<file path="src/rtl/smbus_pkg.sv">
// constants, register map and timing figures for the smbus control and status block
// Overview of operation
// - extended hold: setup 11, hold 12; else hold 3
// - standard setup is one clock plus software delay
// - timeout timer reloads scl high, counts scl low
// - bus free after both lines high eleven ticks
// - free timeout acts like a detected stop
// - top control nibble: master, transmit, start, stop
// - start/stop flags mark conditions since last interrupt
// - start write begins master start; stays set
// - stop write ends transfer; stop then start
// - ack bit is sent value or received value
// - every received byte sets the ack request flag
// - unwritten ack at interrupt clear sends nack
// - ack drives sda at once, scl held low
// - nacked address ignores slave events until start
// - lost arbitration flagged, cleared with interrupt flag
// - interrupt at transfer edges, bytes, arbitration loss
// - interrupt flag set stalls bus, scl low
// - matching write address enters slave receiver mode
// - stop leaves slave receiver; data write transmits
// - slave receive interrupt comes before ack cycle
// - master status vectors 1110, 1100 and 1000
// - acked master transmit without new data becomes receiver
package smbus_pkg;

   // register byte addresses
   localparam logic [7:0] REG_CTRL       = 8'h00;
   localparam logic [7:0] REG_DATA       = 8'h04;
   localparam logic [7:0] REG_CFG        = 8'h08;
   localparam logic [7:0] REG_OWN_ADDR   = 8'h0c;

   // control register fields
   localparam int         CTRL_MASTER    = 7;
   localparam int         CTRL_TRANSMIT_DIRECTION_FLAG    = 6;
   localparam int         CTRL_START     = 5;
   localparam int         CTRL_STOP      = 4;
   localparam int         CTRL_ACK_REQUEST_FLAG     = 3;
   localparam int         CTRL_ARBITRATION_LOST_FLAG   = 2;
   localparam int         CTRL_ACK       = 1;
   localparam int         CTRL_SI        = 0;
   localparam int         CTRL_ACK_WE    = 8;

   // configuration register fields
   localparam int         CFG_ENABLE     = 0;
   localparam int         CFG_INHIBIT    = 1;
   localparam int         CFG_EXTENDED_HOLD_ENABLE    = 2;
   localparam int         CFG_SCL_TMO    = 3;
   localparam int         CFG_FREE_TMO   = 4;
   localparam int         CFG_DIV_LSB    = 8;

   // reset values
   localparam logic [7:0] DIV_RESET      = 8'h09;
   localparam logic [6:0] OWN_ADDR_RESET = 7'h00;

   // sda setup and hold, in system clocks
   localparam logic [3:0] SETUP_STD_CLKS = 4'h1;
   localparam logic [3:0] HOLD_STD_CLKS  = 4'h3;
   localparam logic [3:0] SETUP_EXT_CLKS = 4'hb;
   localparam logic [3:0] HOLD_EXT_CLKS  = 4'hc;

   // scl shape and bus free, in smbus clock source ticks
   localparam logic [3:0] LOW_TICKS      = 4'h1;
   localparam logic [3:0] HIGH_TICKS     = 4'h2;
   localparam logic [3:0] FREE_TICKS     = 4'ha;
   localparam logic [3:0] CNT_MAX        = 4'hf;
   localparam logic [3:0] FRAME_BITS     = 4'h8;

   // overflow time software programs into the external timeout timer
   localparam int         SCL_LOW_TIMEOUT_MS = 25;

endpackage

</file>
<file path="src/rtl/line_sync.sv">
// two flip-flop synchroniser for the bus lines
`timescale 1ns/100ps
module line_sync #(
   parameter int WIDTH = 2
) (
   // clock and reset
   input  wire logic             clk,
   input  wire logic             rst_n,
   // asynchronous in, synchronous out
   input  wire logic [WIDTH-1:0] d,
   output logic      [WIDTH-1:0] q
);

   logic [WIDTH-1:0] meta_r;

   // lines idle high, so reset to released
   always_ff @(posedge clk or negedge rst_n) begin
      if (!rst_n) begin
         meta_r <= '1;
         q      <= '1;
      end else begin
         meta_r <= d;
         q      <= meta_r;
      end
   end

endmodule

</file>
<file path="src/rtl/smbus_control_status.sv">
// smbus master/slave control, status and bit sequencing behind an ahb-lite slave
`timescale 1ns/100ps
module smbus_control_status (
   // clock and reset
   input  wire logic        hclk,
   input  wire logic        hresetn,
   // ahb-lite slave
   input  wire logic        hsel,
   input  wire logic [31:0] haddr,
   input  wire logic [1:0]  htrans,
   input  wire logic        hwrite,
   input  wire logic [2:0]  hsize,
   input  wire logic [31:0] hwdata,
   input  wire logic        hready,
   output logic      [31:0] hrdata,
   output logic             hreadyout,
   output logic             hresp,
   // open-drain bus lines
   input  wire logic        scl_i,
   output logic             scl_o,
   output logic             scl_oe,
   input  wire logic        sda_i,
   output logic             sda_o,
   output logic             sda_oe,
   // external timeout timer control
   output logic             timeout_timer_reload,
   output logic             timeout_timer_count
);

   typedef enum logic [4:0] {
      SQ_IDLE = 5'b00001,
      SQ_RUN  = 5'b00010,
      SQ_PREP = 5'b00100,
      SQ_RISE = 5'b01000,
      SQ_COND = 5'b10000
   } seq_t;

   seq_t        seq_r, seq_nxt;
   logic        low_r, low_nxt, cond_r, cond_nxt, ph_clr;
   logic [1:0]  line_q;
   logic        p_scl_r, p_sda_r;
   logic        dp_wr_r, dp_rd_r;
   logic [7:0]  dp_addr_r;
   logic        en_r, inh_r, exth_r, tmo_en_r, fte_r;
   logic [7:0]  div_r, div_cnt_r;
   logic [6:0]  own_r;
   logic        si_r, arb_r, ack_request_flag_r, ack_r, ack_wr_r, data_wr_r;
   logic        start_req_r, stop_req_r, start_seen_r, stop_seen_r;
   logic        master_r, transmit_direction_flag_r, slave_act_r, addr_ph_r, addr_ack_r, bus_busy_r;
   logic        rose_r, stretch_r;
   logic [3:0]  bit_cnt_r, hold_cnt_r, setup_cnt_r, ph_cnt_r, free_cnt_r;
   logic [7:0]  shift_r;

   line_sync #(.WIDTH(2)) u_sync (
      .clk   (hclk),
      .rst_n (hresetn),
      .d     ({scl_i, sda_i}),
      .q     (line_q)
   );

   wire        s_scl     = line_q[1];
   wire        s_sda     = line_q[0];

   // bus decode; reads take one wait state so a write just before is visible
   wire        addr_take = hsel & htrans[1] & hready;
   wire        wr_ctrl   = dp_wr_r & (dp_addr_r == smbus_pkg::REG_CTRL);
   wire        wr_data   = dp_wr_r & (dp_addr_r == smbus_pkg::REG_DATA);
   wire        wr_cfg    = dp_wr_r & (dp_addr_r == smbus_pkg::REG_CFG);
   wire        wr_own    = dp_wr_r & (dp_addr_r == smbus_pkg::REG_OWN_ADDR);
   wire [7:0]  ctrl_rd   = {master_r, transmit_direction_flag_r, start_req_r | start_seen_r,
                            stop_req_r | stop_seen_r, ack_request_flag_r, arb_r, ack_r, si_r};
   wire [31:0] cfg_rd    = {16'h0000, div_r, 3'h0, fte_r, tmo_en_r, exth_r, inh_r, en_r};
   wire [31:0] rd_mux    =
      (dp_addr_r == smbus_pkg::REG_CTRL)     ? {24'h000000, ctrl_rd} :
      (dp_addr_r == smbus_pkg::REG_DATA)     ? {24'h000000, shift_r} :
      (dp_addr_r == smbus_pkg::REG_CFG)      ? cfg_rd :
      (dp_addr_r == smbus_pkg::REG_OWN_ADDR) ? {25'h0000000, own_r} : 32'h00000000;

   // bus events seen through the synchroniser
   wire        eng_gate  = (seq_r == SQ_IDLE) | (seq_r == SQ_RUN);
   wire        scl_fall  = p_scl_r & ~s_scl;
   wire        eng_rise  = en_r & eng_gate & ~p_scl_r & s_scl;
   wire        eng_fall  = en_r & scl_fall & rose_r;
   wire        start_det = en_r & p_scl_r & s_scl & p_sda_r & ~s_sda;
   wire        stop_det  = en_r & p_scl_r & s_scl & ~p_sda_r & s_sda;
   wire        act       = master_r | slave_act_r;
   wire        in_data   = bit_cnt_r < smbus_pkg::FRAME_BITS;
   wire        in_ack    = bit_cnt_r == smbus_pkg::FRAME_BITS;
   wire        tick      = div_cnt_r == div_r;

   wire        last_fall = eng_fall & (bit_cnt_r == smbus_pkg::FRAME_BITS - 4'h1);
   wire        addr_hit  = last_fall & addr_ph_r & ~master_r & ~inh_r &
                           (shift_r[7:1] == own_r) & ~shift_r[0];
   wire        rx_byte   = last_fall & act & ~transmit_direction_flag_r;
   wire        tx_byte   = eng_fall & in_ack & act & transmit_direction_flag_r;
   wire        arb_ev    = eng_rise & act & transmit_direction_flag_r & in_data & shift_r[7] & ~s_sda;
   wire        ph_hi     = tick & s_scl & (ph_cnt_r >= smbus_pkg::HIGH_TICKS - 4'h1);
   wire        ph_lo     = ph_cnt_r >= smbus_pkg::LOW_TICKS;
   wire        start_gen = (seq_r == SQ_COND) & cond_r & ph_hi;
   wire        free_to   = fte_r & bus_busy_r & (free_cnt_r > smbus_pkg::FREE_TICKS);
   wire        si_set    = start_gen | rx_byte | tx_byte | addr_hit | arb_ev |
                           (stop_det & slave_act_r) | free_to;
   wire        si_clr    = wr_ctrl & ~hwdata[smbus_pkg::CTRL_SI];
   wire        ack_wr    = wr_ctrl & hwdata[smbus_pkg::CTRL_ACK_WE];
   wire        ack_eff   = ack_wr ? hwdata[smbus_pkg::CTRL_ACK] : (ack_wr_r & ack_r);
   wire        nack_addr = si_clr & addr_ack_r & ~ack_eff;
   wire        to_rx     = si_clr & master_r & transmit_direction_flag_r & (bit_cnt_r == 4'h0) & ack_r &
                           ~data_wr_r & ~wr_data & ~start_seen_r;

   // setup and hold limits
   wire [3:0]  hold_min  = exth_r ? smbus_pkg::HOLD_EXT_CLKS : smbus_pkg::HOLD_STD_CLKS;
   wire [3:0]  setup_min = exth_r ? smbus_pkg::SETUP_EXT_CLKS : smbus_pkg::SETUP_STD_CLKS;
   // the hold count restarts one clock after the synced fall; skip that stale cycle
   wire        hold_ok   = ~p_scl_r & (hold_cnt_r >= hold_min);
   wire        setup_ok  = setup_cnt_r >= setup_min;
   wire        go_start  = en_r & start_req_r & ~bus_busy_r & ~si_r & ~master_r;
   // no release before the new bit is on sda, else the bit goes out one clock late
   wire        rel_ok    = ~si_r & ~stretch_r & setup_ok & ph_lo & ~s_scl & hold_ok &
                           (sda_nxt == sda_oe);
   wire        cond_go   = (bit_cnt_r == 4'h0) & ~si_r & ~stretch_r & hold_ok & ph_lo &
                           (stop_req_r | start_req_r);

   // sda selection: conditions from the sequencer, bits and ack from the engine
   wire        seq_rel   = (seq_r == SQ_COND) ? ~cond_r : cond_r;
   wire        eng_low   = act & ((in_data & transmit_direction_flag_r & ~shift_r[7]) |
                                  (in_ack & ~transmit_direction_flag_r & ack_wr_r & ack_r));
   wire        sda_upd   = ~s_scl & hold_ok;
   wire        sda_nxt   = ~en_r ? 1'b0 : (~eng_gate ? ~seq_rel :
                                          (sda_upd ? eng_low : sda_oe));
   wire        scl_nxt   = en_r & (((seq_nxt == SQ_RUN) & low_nxt) | (seq_nxt == SQ_PREP) |
                                   (stretch_r & act));

   always_comb begin
      seq_nxt  = seq_r;
      low_nxt  = low_r;
      cond_nxt = cond_r;
      ph_clr   = 1'b0;
      case (seq_r)
         SQ_IDLE: begin
            if (go_start) begin
               seq_nxt  = SQ_COND;
               cond_nxt = 1'b1;
               ph_clr   = 1'b1;
            end
         end
         SQ_COND: begin
            if (ph_hi) begin
               seq_nxt = cond_r ? SQ_RUN : SQ_IDLE;
               low_nxt = 1'b1;
               ph_clr  = 1'b1;
            end
         end
         SQ_RUN: begin
            if (low_r && cond_go) begin
               seq_nxt  = SQ_PREP;
               cond_nxt = ~stop_req_r;
               ph_clr   = 1'b1;
            end else if (low_r && rel_ok) begin
               low_nxt = 1'b0;
               ph_clr  = 1'b1;
            end else if (!low_r && ph_hi) begin
               low_nxt = 1'b1;
               ph_clr  = 1'b1;
            end
         end
         SQ_PREP: begin
            if (setup_ok && ph_lo) begin
               seq_nxt = SQ_RISE;
               ph_clr  = 1'b1;
            end
         end
         SQ_RISE: begin
            if (ph_hi) begin
               seq_nxt = SQ_COND;
               ph_clr  = 1'b1;
            end
         end
         default: seq_nxt = SQ_IDLE;
      endcase
      if (!en_r || arb_ev) begin
         seq_nxt = SQ_IDLE;
      end
   end

   // ahb-lite slave
   always_ff @(posedge hclk or negedge hresetn) begin
      if (!hresetn) begin
         dp_wr_r   <= 1'b0;
         dp_rd_r   <= 1'b0;
         dp_addr_r <= 8'h00;
         hrdata    <= 32'h00000000;
         hreadyout <= 1'b1;
         hresp     <= 1'b0;
      end else begin
         dp_wr_r   <= addr_take & hwrite;
         dp_rd_r   <= addr_take & ~hwrite;
         hreadyout <= ~(addr_take & ~hwrite);
         hresp     <= 1'b0;
         if (addr_take) begin
            dp_addr_r <= haddr[7:0];
         end
         if (dp_rd_r) begin
            hrdata <= rd_mux;
         end
      end
   end

   // configuration
   always_ff @(posedge hclk or negedge hresetn) begin
      if (!hresetn) begin
         {fte_r, tmo_en_r, exth_r, inh_r, en_r} <= 5'h00;
         div_r <= smbus_pkg::DIV_RESET;
         own_r <= smbus_pkg::OWN_ADDR_RESET;
      end else begin
         if (wr_cfg) begin
            en_r     <= hwdata[smbus_pkg::CFG_ENABLE];
            inh_r    <= hwdata[smbus_pkg::CFG_INHIBIT];
            exth_r   <= hwdata[smbus_pkg::CFG_EXTENDED_HOLD_ENABLE];
            tmo_en_r <= hwdata[smbus_pkg::CFG_SCL_TMO];
            fte_r    <= hwdata[smbus_pkg::CFG_FREE_TMO];
            div_r    <= hwdata[smbus_pkg::CFG_DIV_LSB +: 8];
         end
         if (wr_own) begin
            own_r <= hwdata[6:0];
         end
      end
   end

   // status flags: a hardware set always beats a software clear
   always_ff @(posedge hclk or negedge hresetn) begin
      if (!hresetn) begin
         {si_r, arb_r, ack_request_flag_r, start_seen_r, stop_seen_r} <= 5'h00;
         {start_req_r, stop_req_r, ack_r, ack_wr_r, data_wr_r} <= 5'h00;
      end else begin
         si_r         <= si_set | (si_r & ~si_clr);
         arb_r        <= arb_ev | (arb_r & ~si_clr);
         ack_request_flag_r      <= rx_byte | addr_hit | (ack_request_flag_r & ~si_clr);
         start_seen_r <= start_det | start_gen | (start_seen_r & ~si_clr);
         stop_seen_r  <= stop_det | free_to | (stop_seen_r & ~si_clr);
         if (wr_ctrl) begin
            start_req_r <= hwdata[smbus_pkg::CTRL_START];
         end
         if (seq_r == SQ_RUN && seq_nxt == SQ_PREP && !cond_nxt) begin
            stop_req_r <= 1'b0;
         end else if (wr_ctrl && master_r) begin
            stop_req_r <= hwdata[smbus_pkg::CTRL_STOP];
         end else if (!master_r) begin
            stop_req_r <= 1'b0;
         end
         if (eng_rise && in_ack && transmit_direction_flag_r && act) begin
            ack_r <= ~s_sda;
         end else if (ack_wr) begin
            ack_r <= hwdata[smbus_pkg::CTRL_ACK];
         end else if (si_clr && ack_request_flag_r && !ack_wr_r) begin
            ack_r <= 1'b0;
         end
         ack_wr_r  <= ack_wr | (ack_wr_r & ~si_set);
         data_wr_r <= wr_data | (data_wr_r & ~si_set);
      end
   end

   // mode state
   always_ff @(posedge hclk or negedge hresetn) begin
      if (!hresetn) begin
         {master_r, transmit_direction_flag_r, slave_act_r, addr_ph_r, addr_ack_r, bus_busy_r} <= 6'h00;
      end else begin
         if (!en_r || arb_ev || (stop_det && seq_r == SQ_COND)) begin
            master_r <= 1'b0;
         end else if (seq_r == SQ_IDLE && go_start) begin
            master_r <= 1'b1;
         end
         if (!en_r || arb_ev || addr_hit || to_rx || stop_det) begin
            transmit_direction_flag_r <= 1'b0;
         end else if (start_gen || (wr_data && slave_act_r)) begin
            transmit_direction_flag_r <= 1'b1;
         end
         if (!en_r || stop_det || free_to || nack_addr) begin
            slave_act_r <= 1'b0;
         end else if (addr_hit) begin
            slave_act_r <= 1'b1;
         end
         if (!en_r || stop_det || last_fall) begin
            addr_ph_r <= 1'b0;
         end else if (start_det) begin
            addr_ph_r <= ~master_r;
         end
         addr_ack_r <= addr_hit | (addr_ack_r & ~si_clr);
         if (!en_r || stop_det || free_to) begin
            bus_busy_r <= 1'b0;
         end else if (start_det) begin
            bus_busy_r <= 1'b1;
         end
      end
   end

   // bit engine, shared by master and slave
   always_ff @(posedge hclk or negedge hresetn) begin
      if (!hresetn) begin
         rose_r    <= 1'b0;
         bit_cnt_r <= 4'h0;
         shift_r   <= 8'h00;
      end else begin
         // a fall counts only after a counted rise, so start edges are skipped
         rose_r <= ~start_det & (eng_rise | (rose_r & ~scl_fall));
         if (start_det) begin
            bit_cnt_r <= 4'h0;
         end else if (eng_fall) begin
            bit_cnt_r <= in_ack ? 4'h0 : bit_cnt_r + 4'h1;
         end
         if (wr_data) begin
            shift_r <= hwdata[7:0];
         end else if (eng_rise && in_data) begin
            shift_r <= {shift_r[6:0], s_sda};
         end
      end
   end

   // sequencer, counters and pins
   always_ff @(posedge hclk or negedge hresetn) begin
      if (!hresetn) begin
         seq_r     <= SQ_IDLE;
         {low_r, cond_r, stretch_r, p_scl_r, p_sda_r} <= 5'h03;
         {div_cnt_r, hold_cnt_r, setup_cnt_r} <= 16'h0000;
         {ph_cnt_r, free_cnt_r} <= 8'h00;
      end else begin
         seq_r     <= seq_nxt;
         low_r     <= low_nxt;
         cond_r    <= cond_nxt;
         p_scl_r   <= s_scl;
         p_sda_r   <= s_sda;
         stretch_r <= en_r & (si_set | (stretch_r & (si_r | ~setup_ok)));
         div_cnt_r <= tick ? 8'h00 : div_cnt_r + 8'h01;
         hold_cnt_r <= scl_fall ? 4'h0 :
                       (hold_cnt_r == smbus_pkg::CNT_MAX ? hold_cnt_r : hold_cnt_r + 4'h1);
         setup_cnt_r <= (sda_nxt != sda_oe) ? 4'h0 :
                        (setup_cnt_r == smbus_pkg::CNT_MAX ? setup_cnt_r : setup_cnt_r + 4'h1);
         if (ph_clr) begin
            ph_cnt_r <= 4'h0;
         end else if (tick && (scl_oe || s_scl) && ph_cnt_r != smbus_pkg::CNT_MAX) begin
            ph_cnt_r <= ph_cnt_r + 4'h1;
         end
         if (!(s_sda && s_scl)) begin
            free_cnt_r <= 4'h0;
         end else if (tick && free_cnt_r != smbus_pkg::CNT_MAX) begin
            free_cnt_r <= free_cnt_r + 4'h1;
         end
      end
   end

   always_ff @(posedge hclk or negedge hresetn) begin
      if (!hresetn) begin
         {scl_o, scl_oe, sda_o, sda_oe} <= 4'h0;
         timeout_timer_reload <= 1'b0;
         timeout_timer_count  <= 1'b0;
      end else begin
         scl_o  <= 1'b0;
         sda_o  <= 1'b0;
         scl_oe <= scl_nxt;
         sda_oe <= sda_nxt;
         timeout_timer_reload <= tmo_en_r & s_scl;
         timeout_timer_count  <= tmo_en_r & ~s_scl;
      end
   end

endmodule

</file>
<file path="config.mk">
export PLATFORM = sky130hd
export DESIGN_NAME = smbus_control_status
export DESIGN_NICKNAME = d
export VERILOG_FILES = /design/src/rtl/smbus_pkg.sv /design/src/rtl/line_sync.sv /design/src/rtl/smbus_control_status.sv
export SDC_FILE = /design/constraint.sdc
export NUM_CORES = 1
export LEC_CHECK = 0
export ABC_CLOCK_PERIOD_IN_PS = 3100
export BUFFER_PORTS_ARGS = -buffer_cell sky130_fd_sc_hd__buf_2
export CORE_MARGIN = 2
export CORE_UTILIZATION = 50
export CTS_CLUSTER_SIZE = 25
export DETAILED_ROUTE_END_ITERATION = 8
export PLACE_DENSITY = 0.73
export SLEW_MARGIN = 20
export SYNTH_ARGS = -nofsm -noshare
export SYNTH_HDL_FRONTEND = slang
export SYNTH_HIERARCHICAL = 1
export SYNTH_SLANG_ARGS = --single-unit
</file>
<file path="constraint.sdc">
create_clock -name hclk -period 3.1 [get_ports hclk]
set_input_delay 0.155 -clock hclk [delete_from_list [all_inputs] [get_ports hclk]]
set_output_delay 0.155 -clock hclk [all_outputs]
set_load 0.03 [all_outputs]
</file>
Yosys cells after proc, flatten, opt, wreduce, memory -nomap -nowiden. Index checks and enable logic that the tools add are counted.

Add/sub/neg operators: 6. Multipliers: 0. Div/mod/pow operators: 0. Magnitude comparators: 5. Equal/unequal tests: 24. Shifts and indexed selects: 0. Multiplexer cells: 64. Bitwise operators: 150. Reduce and logical (&&, ||, !) cells: 47.

Operators with widths (number): AND 1 bit (95); 2-to-1 mux 4 bit (13); 2-to-1 mux 16 bit (3); 2-to-1 mux 1 bit (33); 2-to-1 mux 5 bit (6); bitwise OR 1 bit (28); inverter 1 bit (27); case mux 5 bit (5 select lines) (1); 2-to-1 mux 8 bit (3); adder 4 x 1 -> 4 bit (second input constant) (5); logical AND 1 bit (20); == test 8 x 4 -> 1 bit (second input constant) (2); nonzero test 2 bit (8); == test 4 bit (second input constant) (3); logical OR 1 bit (11); == test 5 x 2 -> 1 bit (second input constant) (2); == test 5 x 3 -> 1 bit (second input constant) (2); adder 8 x 1 -> 8 bit (second input constant) (1); == test 8 x 3 -> 1 bit (second input constant) (1); == test 8 bit (1); >= comparator 4 bit (2); zero test 8 bit (1); != test 4 bit (second input constant) (2); == test 7 bit (1); 20 further kinds (25).

Flip-flop bits (word level): 134. Bits in latches: 0. Bits in writable memories: 0. Memory bits (read-only): 0. Input bits: 76. Output and inout port bits: 40. Word-level logic and storage cells: 344. Memories: 0.

Logic depth before layout (Yosys ltp). Gate-level depths: netlist of run 1.

Depth after elaboration: 19. Depth in mapped cells: 10. Depth with buffers taken out: 9.

Modules after synthesis. The synthesis of run 1 kept the hierarchy.

By module, submodules not included: smbus_control_status (times used 1, cells each 610, area an instance 6059.6 µm², sequential area each 2860.2 µm²); line_sync (times used 1, cells each 4, area an instance 105.1 µm², sequential area each 105.1 µm²).

Worst setup path before layout of run 1. No wires, ideal clock.

Kind: register to register. From: register bit_cnt_r[0]. To: register scl_oe. Library setup time: 0.082 ns. Data arrival time: 2.447 ns. Data required time: 3.018 ns. Setup slack: 0.571 ns. Cell stages (with the launch flop): 9. Buffers on the path: 0. Clock period less this slack: 2.529 ns. Path through: dfrtp_1 > inv_1 > ha_1 > or4b_1 > or4b_4 > or3_4 > a211oi_4 > o31ai_1 > a31oi_1.

Elaborated cells on any way between the ends: 38. Those cells by class: order compare (1); eq/ne (4); mux (9); bitwise (20); reduce/logical (4).

RTL lines: from (decl) (line smbus_control_status.sv:51) `logic [3:0] bit_cnt_r, hold_cnt_r, setup_cnt_r, ph_cnt_r, free_cnt_r;`; from (signal assigned) (line smbus_control_status.sv:308) `bit_cnt_r <= in_ack ? 4'h0 : bit_cnt_r + 4'h1;`; zero test 4 bit (line smbus_control_status.sv:120) `wire cond_go = (bit_cnt_r == 4'h0) & ~si_r & ~stretch_r & hold_ok & ph_lo &`; AND 1 bit (5 in series) (line smbus_control_status.sv:120); logical AND 1 bit (line smbus_control_status.sv:154) `if (low_r && cond_go) begin`; 2-to-1 mux 5 bit (line smbus_control_status.sv:154); case mux 5 bit (5 select lines) (line smbus_control_status.sv:138) `case (seq_r)`; 2-to-1 mux 5 bit (*) (line smbus_control_status.sv:180) `if (!en_r || arb_ev) begin`; via seq_nxt[2] (line smbus_control_status.sv:38) `seq_t seq_r, seq_nxt;`; == test 5 x 2 -> 1 bit (line smbus_control_status.sv:130) `wire scl_nxt = en_r & (((seq_nxt == SQ_RUN) & low_nxt) | (seq_nxt == SQ_PREP) |`; AND 1 bit (line smbus_control_status.sv:130); bitwise OR 1 bit (*) (2 in series) (line smbus_control_status.sv:130); AND 1 bit (*) (line smbus_control_status.sv:130); via scl_nxt (line smbus_control_status.sv:130); to (signal assigned) (line smbus_control_status.sv:358) `scl_oe <= scl_nxt;`; to (decl) (line smbus_control_status.sv:21) `output logic scl_oe,`.

Mark *: on every way through the listed nets, which the timed path passes. The rest lies on a longest branch. A chain may end at the register's enable or synchronous reset.

Worst setup path after layout of run 1. Ends and elaborated chain as after synthesis.

==> results of run 1 <==
==> power by group <==
part	switching, mW	total [mW]	internal [mW]
logic	0.732	1.32	0.591
clock network	0.675	1.99	1.31
registers	0.349	2.16	1.81
total	1.76	5.47	3.71
==> final cells by class <==
| cell class | count | share of cell area |
|---|---|---|
| tap | 147 | 0.0249 |
| multi-input combinational | 438 | 0.394 |
| antenna | 1 | 0.000339 |
| clock buffer | 21 | 0.0638 |
| sequential | 118 | 0.402 |
| timing repair buffer | 85 | 0.0787 |
| inverter | 37 | 0.0188 |
| clock inverter | 9 | 0.0173 |
==> worst max-delay path by stage <==
stage                        end  slack, ns  cells after the start
after floorplan           scl_oe       0.57                      8
after global placement    scl_oe       0.35                      8
after detailed placement  scl_oe       0.32                      8
after CTS                 scl_oe       0.30                      8
after global routing      scl_oe       0.15                      8
final                     scl_oe       0.28                      8
==> per-layer routing <==
layer	up-vias	GRT usage	share of wire
met3	28	0.0543	0.050
li1	2291	-	-
met2	154	0.391	0.50
met1	2385	0.301	0.43
met5	-	0	0
met4	0	0.0972	0.021
==> registers in the layout, indices dropped and copies added, names as in the netlist, 2 cells and up <==
| name | flops |
|---|---|
| dp_addr_r | 8 |
| ph_cnt_r | 4 |
| shift_r | 8 |
| bit_cnt_r | 4 |
| div_r | 8 |
| div_cnt_r | 8 |
| u_sync/q | 2 |
| own_r | 7 |
| setup_cnt_r | 4 |
| free_cnt_r | 4 |
| u_sync/meta_r | 2 |
| seq_r | 5 |
| hrdata | 16 |
| hold_cnt_r | 4 |
==> layout by cell type, fill, tap and decap left out, types with 15 or more instances in the layout <==
cell type	count
dfrtp_1	108
nor2_1	63
buf_2	51
nand2_1	50
inv_1	36
mux2_2	29
dlygate4sd3_1	23
a21oi_1	22
o21ai_0	21
nand3_1	21
conb_1	19
nor3_1	17
ha_1	17
clkbuf_16	17
xnor2_1	16
a31oi_1	16
xor2_1	15
==> logic make-up (layout without fill, tap and decap cells) <==
family | after synthesis | in the layout
and+or+nand+nor | 220 | 220
DFF | 118 | 118
AOI/OAI and AO/OA | 106 | 106
buffers and inverters | 76 | 152
muxes | 45 | 45
xor gates and xnor gates | 31 | 31
adders and majority gates | 17 | 17
other | 1 | 20
==> critical path, delay by kind of cell, from the launching register on <==
| kind | cells | cell delay [ns] |
|---|---|---|
| adders and majority gates | 1 | 0.23 |
| AOI/OAI and AO/OA | 3 | 0.63 |
| buffers and inverters | 1 | 0.07 |
| DFF | 1 | 0.42 |
| and+or+nand+nor | 3 | 1.38 |
==> results.md, run 1 <==
- Status: finished clean
- Placer Congestion: 0.849
- Synth top area share: 0.438
- Crit end category: register
- Worst-path clk slew: 0.05 ns
- DR vias: 4858
- Top_reg_cell synth: dfrtp_1
- Simple-gate share of the synthesized area: 0.181
- Worst hold path depth: 3
- Initial drt markers: 301
- Slew HR: 0.394
- Max Cap Viol: 0
- CP Launch Point: bit_cnt_r[0]
- Clock Tree Buf Depth: 2
- Least-Margin Pin Slew: 0.896 ns
- Req. time, crit path: 3.43 ns
- Port buffer count: 52
- # rows: 40
- NumNets Final: 790
- Startpoint types: register
- Final TNS setup: 0 ns
- Die W: 115 um
- Final setup vio count: 0
- Min Tclk post-route: 2.82 ns
- Die height: 115 um
- Worst Hold End: shift_r[5]
- Final worst slack: 0.277 ns
- Pwr Density: 741 nW/um2
- Area grow syn2layout: 19.6%
- Reg-to-reg slack, setup: 0.28 ns
- Synth Warn #: 6
- H-tree Lvls: 4
- Starting Density: 0.513
- Storage cell area: 2970 um2
- Dpl hpwl: 9.97 mm
- Placed cell count: 802
- Max frequency: 354 MHz
- Hold_buf cts: 23
- Final Hold Slack: 0.0259 ns
- CTS tree: yes
- Compound-Gate Fraction of Synth Area: 0.113
- Worst R2R End: scl_oe
- Crit path max fanout: 6
- Vias in the first global route: 4860
- Post-synth EDFFs: 0
- Vias per cell: 5.68
- Cell count after synthesis: 614
- Peak VDD IR: 0.000471 V
- RSZ-0062 raised after global routing: no
- CP max-delay cell: or4b_4
- Fraction of layout cells with a size suffix above 1: 0.198
- Reg2Reg Depth: 8
- Clk root buf: clkbuf_16
- Post-Place Worst Slack: 0.316 ns
- Post-CTS setup buffers: 0
- Crit-path cells: inv_1, ha_1, or4b_1, or4b_4, or3_4, a211oi_4, o31ai_1, a31oi_1
- Top post-synthesis cells by area: dfrtp_1 44%, mux2_2 5.3%, dfstp_2 4.3%
- Sequential element share of the synthesized area: 0.481
- Post-Synth Adder-Cell Area: 0.0345
- Leading area contributor after synthesis: dfrtp_1
- CP Data Arrival Time: 3.16 ns
- #FFs+latches synth: 118
- Synth cell count leaders: 108 x dfrtp_1, 63 x nor2_1, 50 x nand2_1
- Post-DRT Antenna Nets: 0
- Crit path largest cell delay: 0.52 ns
- Final hold violation count: 0
- Max Clock Skew: 0.00796 ns
- First-pass GRT wire length: 24.0 mm
- Residual DRC: 0
- Largest net degree at the start of global routing: 66
- Fraction of synthesized cell area in xor and xnor cells: 0.0440
- Largest family of logic cells by synthesized area: simple AND/OR/NAND/NOR gates
- Clock latency on the worst-skew pair: 0.42 ns
- Core ar.: 12000 um2
- Per-cell routed wire length: 17.1 um
- Fin. max-slew vios: 0
- Fin cells: 856
- Area of the multi-input gates: 2910 um2
- Dpl cell area: 6550 um2
- Unique masters post-synth: 60
- Setup CP Type: reg2reg
- Power Total: 5.47 mW
- Count leader, synth: dfrtp_1
- Final Util: 0.614
- Worst hold-check path type: in2reg
- Die footprint: 13200 um2
- Clk sink count: 118
- RR Startpoint: bit_cnt_r[0]
- 1st-pass router iterations: 5
- Mux contribution to synthesized area: 0.0871
- Final instance area: 7380 um2
- Hold wc startpoint: hwdata[5]
- Number of buffers created by CTS: 17
- Mean Syn Cell Area: 10.0 um2
- Initial antenna violation count: 1
- Share of synthesized flip-flops with an asynchronous set or reset: 1.00
- Grt ovf: 0
- CTS resizes: 0
- Fill cell count: 926
- Mapped cell area: 6160 um2
- Leak: 3.47 nW
- I/O pin cnt: 116
- Final period utilization: 0.911
- Routed WL: 14.7 mm
- Gr usage total: 0.236
(Power assumes the default switching activity.)
==> run 2, diff against run 1 <==
Settings changed: RECOVER_POWER set to 50.
==> run 2 against run 1 <==
Net effect: the flow now finishes with violations (max-capacitance violations, max-slew violations); combinational power is essentially flat; flip-flop and latch count is the same; non-clock buffer count is the same; critical path type unchanged.
==> results.md, run 2 (synthesized netlist as in run 1, its figures left out) <==
- Status: finished, violations left
- Failing checks: max-capacitance violations, max-slew violations
- Final worst slack: 0.272 ns
- Slew HR: -0.0554
- Commonest cells after routing, fill and taps aside: 108 x dfrtp_1, 63 x nor2_1, 50 x nand2_1
- Final TNS setup: 0 ns
- Crit-path cells: inv_1, ha_1, or4b_1, or4b_4, or3_4, a211oi_4, o31ai_1, a31oi_1
- Final period utilization: 0.912
- Power Total: 5.46 mW
- Number of buffers created by CTS: 17
- Largest Register: hrdata
- 1st-pass router iterations: 5
- H-tree Lvls: 4
- Port buffer count: 52
- Routed WL: 14.6 mm
- Core ar.: 12000 um2
- Initial drt markers: 262
- Gr usage total: 0.236
- Worst-path clk slew: 0.05 ns
- Vias in the first global route: 4860
- CP Data Arrival Time: 3.16 ns
- Min Tclk post-route: 2.83 ns
- Req. time, crit path: 3.43 ns
- Residual DRC: 0
- Crit end category: register
- Final hold violation count: 0
- Die height: 115 um
- Dpl hpwl: 9.97 mm
- Setup CP Type: reg2reg
- Clock latency on the worst-skew pair: 0.42 ns
- Crit path largest cell delay: 0.52 ns
- Max frequency: 354 MHz
- CP Launch Point: bit_cnt_r[0]
- CTS tree: yes
- CP Buf/Inv Count: 1
- RR Startpoint: bit_cnt_r[0]
- Max Cap Viol: 1
- # rows: 40
- Area grow syn2layout: 18.9%
- CP max-delay cell: or4b_4
- I/O pin cnt: 116
- Fin. max-slew vios: 66
- Post-CTS setup buffers: 0
- Peak VDD IR: 0.000473 V
- Vias per cell: 5.65
- Clk sink count: 118
- Post-DRT Antenna Nets: 0
- Per-cell routed wire length: 17.1 um
- DR vias: 4835
- Fraction of layout cells with a size suffix above 1: 0.165
- Startpoint types: register
- Hold wc startpoint: hwdata[5]
- Worst hold-check path type: in2reg
- Initial antenna violation count: 1
- Clock Tree Buf Depth: 2
- Grt ovf: 0
- Crit-path leading delay family: simple AND/OR/NAND/NOR gates
- NumNets Final: 790
- Die footprint: 13200 um2
- Final Util: 0.610
- Least-Margin Pin Slew: 1.58 ns
- Final setup vio count: 0
- Largest net degree at the start of global routing: 66
- Die W: 115 um
- Commonest non-fill, non-tap cell in the layout: dfrtp_1
- RSZ-0062 raised after global routing: no
- First-pass GRT wire length: 24.0 mm
- Crit path max fanout: 6
- Clk root buf: clkbuf_16
- Max reg flops: 16
- Starting Density: 0.513
- Max Clock Skew: 0.00778 ns
- Post-Place Worst Slack: 0.316 ns
- Placer Congestion: 0.849
- Leak: 3.37 nW
- Pwr Density: 745 nW/um2
-- run 2: cell count changes in the layout (fill, tap and decap cells not counted), sizes merged --
cell	delta
clkbuf	+23
buf	-23
-- run 2: worst paths after layout --
| kind | to | slack (ns) | depth (start not counted) |
|---|---|---|---|
| setup / recovery | scl_oe | 0.27 | 8 |
| hold / removal | shift_r[5] | 0.02 | 3 |
| setup reg to reg | scl_oe | 0.27 | 8 |
| hold reg to reg | u_sync/q[0] | 0.36 | 0 |
| max in group asynchronous | seq_r[4] | 0.75 | 3 |
| min in group asynchronous | bit_cnt_r[0] | 0.68 | 2 |
-- run 2: layout make-up --
| cell class | count | area, um2 |
|---|---|---|
| Multi-Input combinational cell | 438 | 2910 |
| Antenna cell | 1 | 2.50 |
| Tap cell | 147 | 184 |
| Sequential cell | 118 | 2970 |
| Clock inverter | 9 | 128 |
| Inverter | 37 | 139 |
| Clock buffer | 21 | 470 |
| Timing Repair Buffer | 85 | 534 |
| Fill cell | 942 | 4680 |
-- run 2: what timing repair did --
item / CTS / global route
gates resized for setup: 0 / 0
hold buffers: 23 / 0
endpoints found under the hold margin: 83 / 0
-- run 2: metal layers --
| metal | routed length, um | share of wire | global-route usage | up-vias |
|---|---|---|---|---|
| li1 | - | - | - | 2297 |
| met3 | 763 | 0.052 | 0.0543 | 30 |
| met4 | 337 | 0.023 | 0.0972 | 0 |
| met1 | 6170 | 0.42 | 0.301 | 2352 |
| met5 | 0 | 0 | 0 | - |
| met2 | 7340 | 0.50 | 0.391 | 156 |
-- run 2: power breakdown --
part	internal [mW]	switching, mW
clock	1.31	0.674
combinational	0.583	0.731
sequential	1.81	0.349
total	3.70	1.75
-- run 2: worst register-to-register path, delay by kind of cell, from the launching register on --
kind / cells / cell delay [ns]
compound gates: 3 / 0.63
simple gates: 3 / 1.38
flops: 1 / 0.42
fa+ha+maj: 1 / 0.23
buf+inv: 1 / 0.07
-- run 2: through the flow --
stage                     area, um2  hold WS, ns  instances
after CTS                      7370      0.00875        855
after global placement         6550        0.261        802
after detailed placement       6550        0.261        802
final                          7330       0.0214        856
after floorplan                6230       -0.141        632
after global routing           7330       0.0364        856
==> run 3, diff against run 2 <==
Settings changed: CTS_BUF_LIST set to sky130_fd_sc_hd__clkbuf_4.
==> run 3 against run 2 <==
Net effect: largest cell class unchanged; flip-flop and latch count unchanged; global-route usage down 0.90 points; setup slack better by 0.017 ns; critical path depth unchanged; clock-buffer cell count down 3; sequential power about the same; via count up 0.50%; fmax up 0.61%; cell count up 0.47%; register-to-register slack better by 0.02 ns; the flow still finishes with violations (max-capacitance violations, max-slew violations); worst hold slack better by 0.11 ns; design area down 3.5%.
==> results.md, run 3 (synthesized netlist as in run 1, its figures left out) <==
- Status: finished, violations left
- Failing checks: max-capacitance violations, max-slew violations
- Crit path to: scl_oe
- Final setup vio count: 0
- Met3 WL: 689 um
- Slew HR: -0.0524
- WP depth: 8
- Worst-path clk slew: 0.11 ns
- Peak VDD IR: 0.000308 V
- CTS resizes: 0
- Max reg flops: 16
- Gr usage total: 0.227
- Clock Tree Buf Depth: 2
- Least-Margin Pin Slew: 1.58 ns
- Reg2Reg Depth: 8
- Post-CTS setup buffers: 0
- Initial antenna violation count: 0
- 1st-pass router iterations: 7
- Flop pwr share: 0.471
- Starting Density: 0.513
- Post-DRT Antenna Nets: 0
- Port buffer count: 52
- Routed WL: 13.9 mm
- Core ar.: 12000 um2
- Crit-path cells: inv_1, ha_1, or4b_1, or4b_4, or3_4, a211oi_4, o31ai_1, a31oi_1
- DR WL met2: 6.97 mm
- NumNets Final: 795
- Startpoint types: register
- CP Launch Point: bit_cnt_r[0]
- Req. time, crit path: 3.55 ns
- Min Tclk post-route: 2.81 ns
- Grt ovf: 0
- Crit end category: register
- Combinational power share: 0.288
- Fin. max-slew vios: 66
- Crit path max fanout: 6
- Final period utilization: 0.907
- I/O pin cnt: 116
- Max frequency: 356 MHz
- N_diodes: 0
- Vias per cell: 5.65
- Final TNS setup: 0 ns
- Residual DRC: 0
- DR vias: 4859
- Dpl hpwl: 9.97 mm
- Switching Share: 0.356
- Leak: 3.33 nW
- Initial drt markers: 320
- Commonest non-fill, non-tap cell in the layout: dfrtp_1
- Power Total: 4.57 mW
- Max Clock Skew: 0.0231 ns
- RR Startpoint: bit_cnt_r[0]
- Hold_buf cts: 28
- Clock latency on the worst-skew pair: 0.53 ns
- Crit path largest cell delay: 0.51 ns
- Per-cell routed wire length: 16.2 um
- First-pass GRT wire length: 23.4 mm
- Max Cap Viol: 1
- Worst hold-check path type: in2reg
- Clk sink count: 118
- # rows: 40
- Die footprint: 13200 um2
- Clock power share: 0.241
- Pwr Density: 645 nW/um2
- Vias in the first global route: 4786
- Area grow syn2layout: 14.8%
- CTS tree: yes
- Final hold violation count: 0
- RSZ-0062 raised after global routing: no
- Commonest cells after routing, fill and taps aside: 108 x dfrtp_1, 63 x nor2_1, 51 x buf_2
- Placer Congestion: 0.849
- Crit-path leading delay family: simple AND/OR/NAND/NOR gates
- P_sw: 1.63 mW
- Largest Register: hrdata
- Die W: 115 um
- Top layer in use: met4
- Setup CP Type: reg2reg
- CP max-delay cell: or4b_4
- Largest net degree at the start of global routing: 66
- Worst R2R End: scl_oe
- CP Buf/Inv Count: 1
- CP Data Arrival Time: 3.26 ns
- Die height: 115 um
- H-tree Lvls: 4
- Reg-to-reg slack, setup: 0.29 ns
- Clk root buf: clkbuf_4
- Int Pwr: 2.94 mW
- Met1 wire length: 6.02 mm
- Fraction of layout cells with a size suffix above 1: 0.188
- Number of buffers created by CTS: 17
[run 3: cell types whose count changed in the layout (fill, tap and decap cells not counted), sizes merged]
cell,before,now
buf,39,58
clkbuf,44,22
clkinv,4,7
diode,1,0
dlygate4sd3,23,28
[run 3: cell type report]
cell class                 count  area [um2]
tap                          147         184
sequential                   118        2970
timing repair buffer          90         606
clock inverter                12         139
fill                         976        4940
inverter                      37         139
clock buffer                  18         135
multi-input combinational    438        2910
[run 3: worst min-delay path, delay by kind of cell]
kind          cells  cell delay (ns)
buf+inv           1             0.09
simple gates      2             0.39
[run 3: worst min-delay path by stage]
stage / from / end / slack (ns) / cells past startpoint
2_1_floorplan: hresetn / ack_r / -0.14 / 0
3_3_place_gp: sda_i / u_sync/meta_r[0] / 0.26 / 1
3_5_place_dp: sda_i / u_sync/meta_r[0] / 0.26 / 1
4_1_cts: htrans[1] / dp_wr_r / 0.09 / 3
5_1_grt: htrans[1] / dp_wr_r / 0.13 / 3
6_report: htrans[1] / dp_wr_r / 0.13 / 3
[run 3: power groups by stage]
stage / Clock [mW] / Sequential [mW] / Combinational, mW
3_5_place_dp: 0 / 2.17 / 1.29
5_1_grt: 1.20 / 2.19 / 1.49
6_report: 1.10 / 2.15 / 1.32
4_1_cts: 1.13 / 2.14 / 1.33
3_3_place_gp: 0 / 2.15 / 1.22
2_1_floorplan: 0 / 2.06 / 1.02
[run 3: per-layer routing]
layer | vias up | GRT usage
met3 | 24 | 0.0490
met2 | 137 | 0.366
met4 | 0 | 0.0924
li1 | 2312 | -
met1 | 2386 | 0.301
met5 | - | 0
[run 3: stage by stage]
| step | cells | hold slack, ns | instance area (um2) | worst slack, ns | util |
|---|---|---|---|---|---|
| after global placement | 802 | 0.261 | 6550 | 0.353 | 0.545 |
| after CTS | 860 | 0.0878 | 7100 | 0.296 | 0.591 |
| after global routing | 860 | 0.129 | 7070 | 0.130 | 0.589 |
| after detailed placement | 802 | 0.261 | 6550 | 0.316 | 0.545 |
| after floorplan | 632 | -0.141 | 6230 | 0.571 | - |
| final | 860 | 0.135 | 7070 | 0.289 | 0.589 |
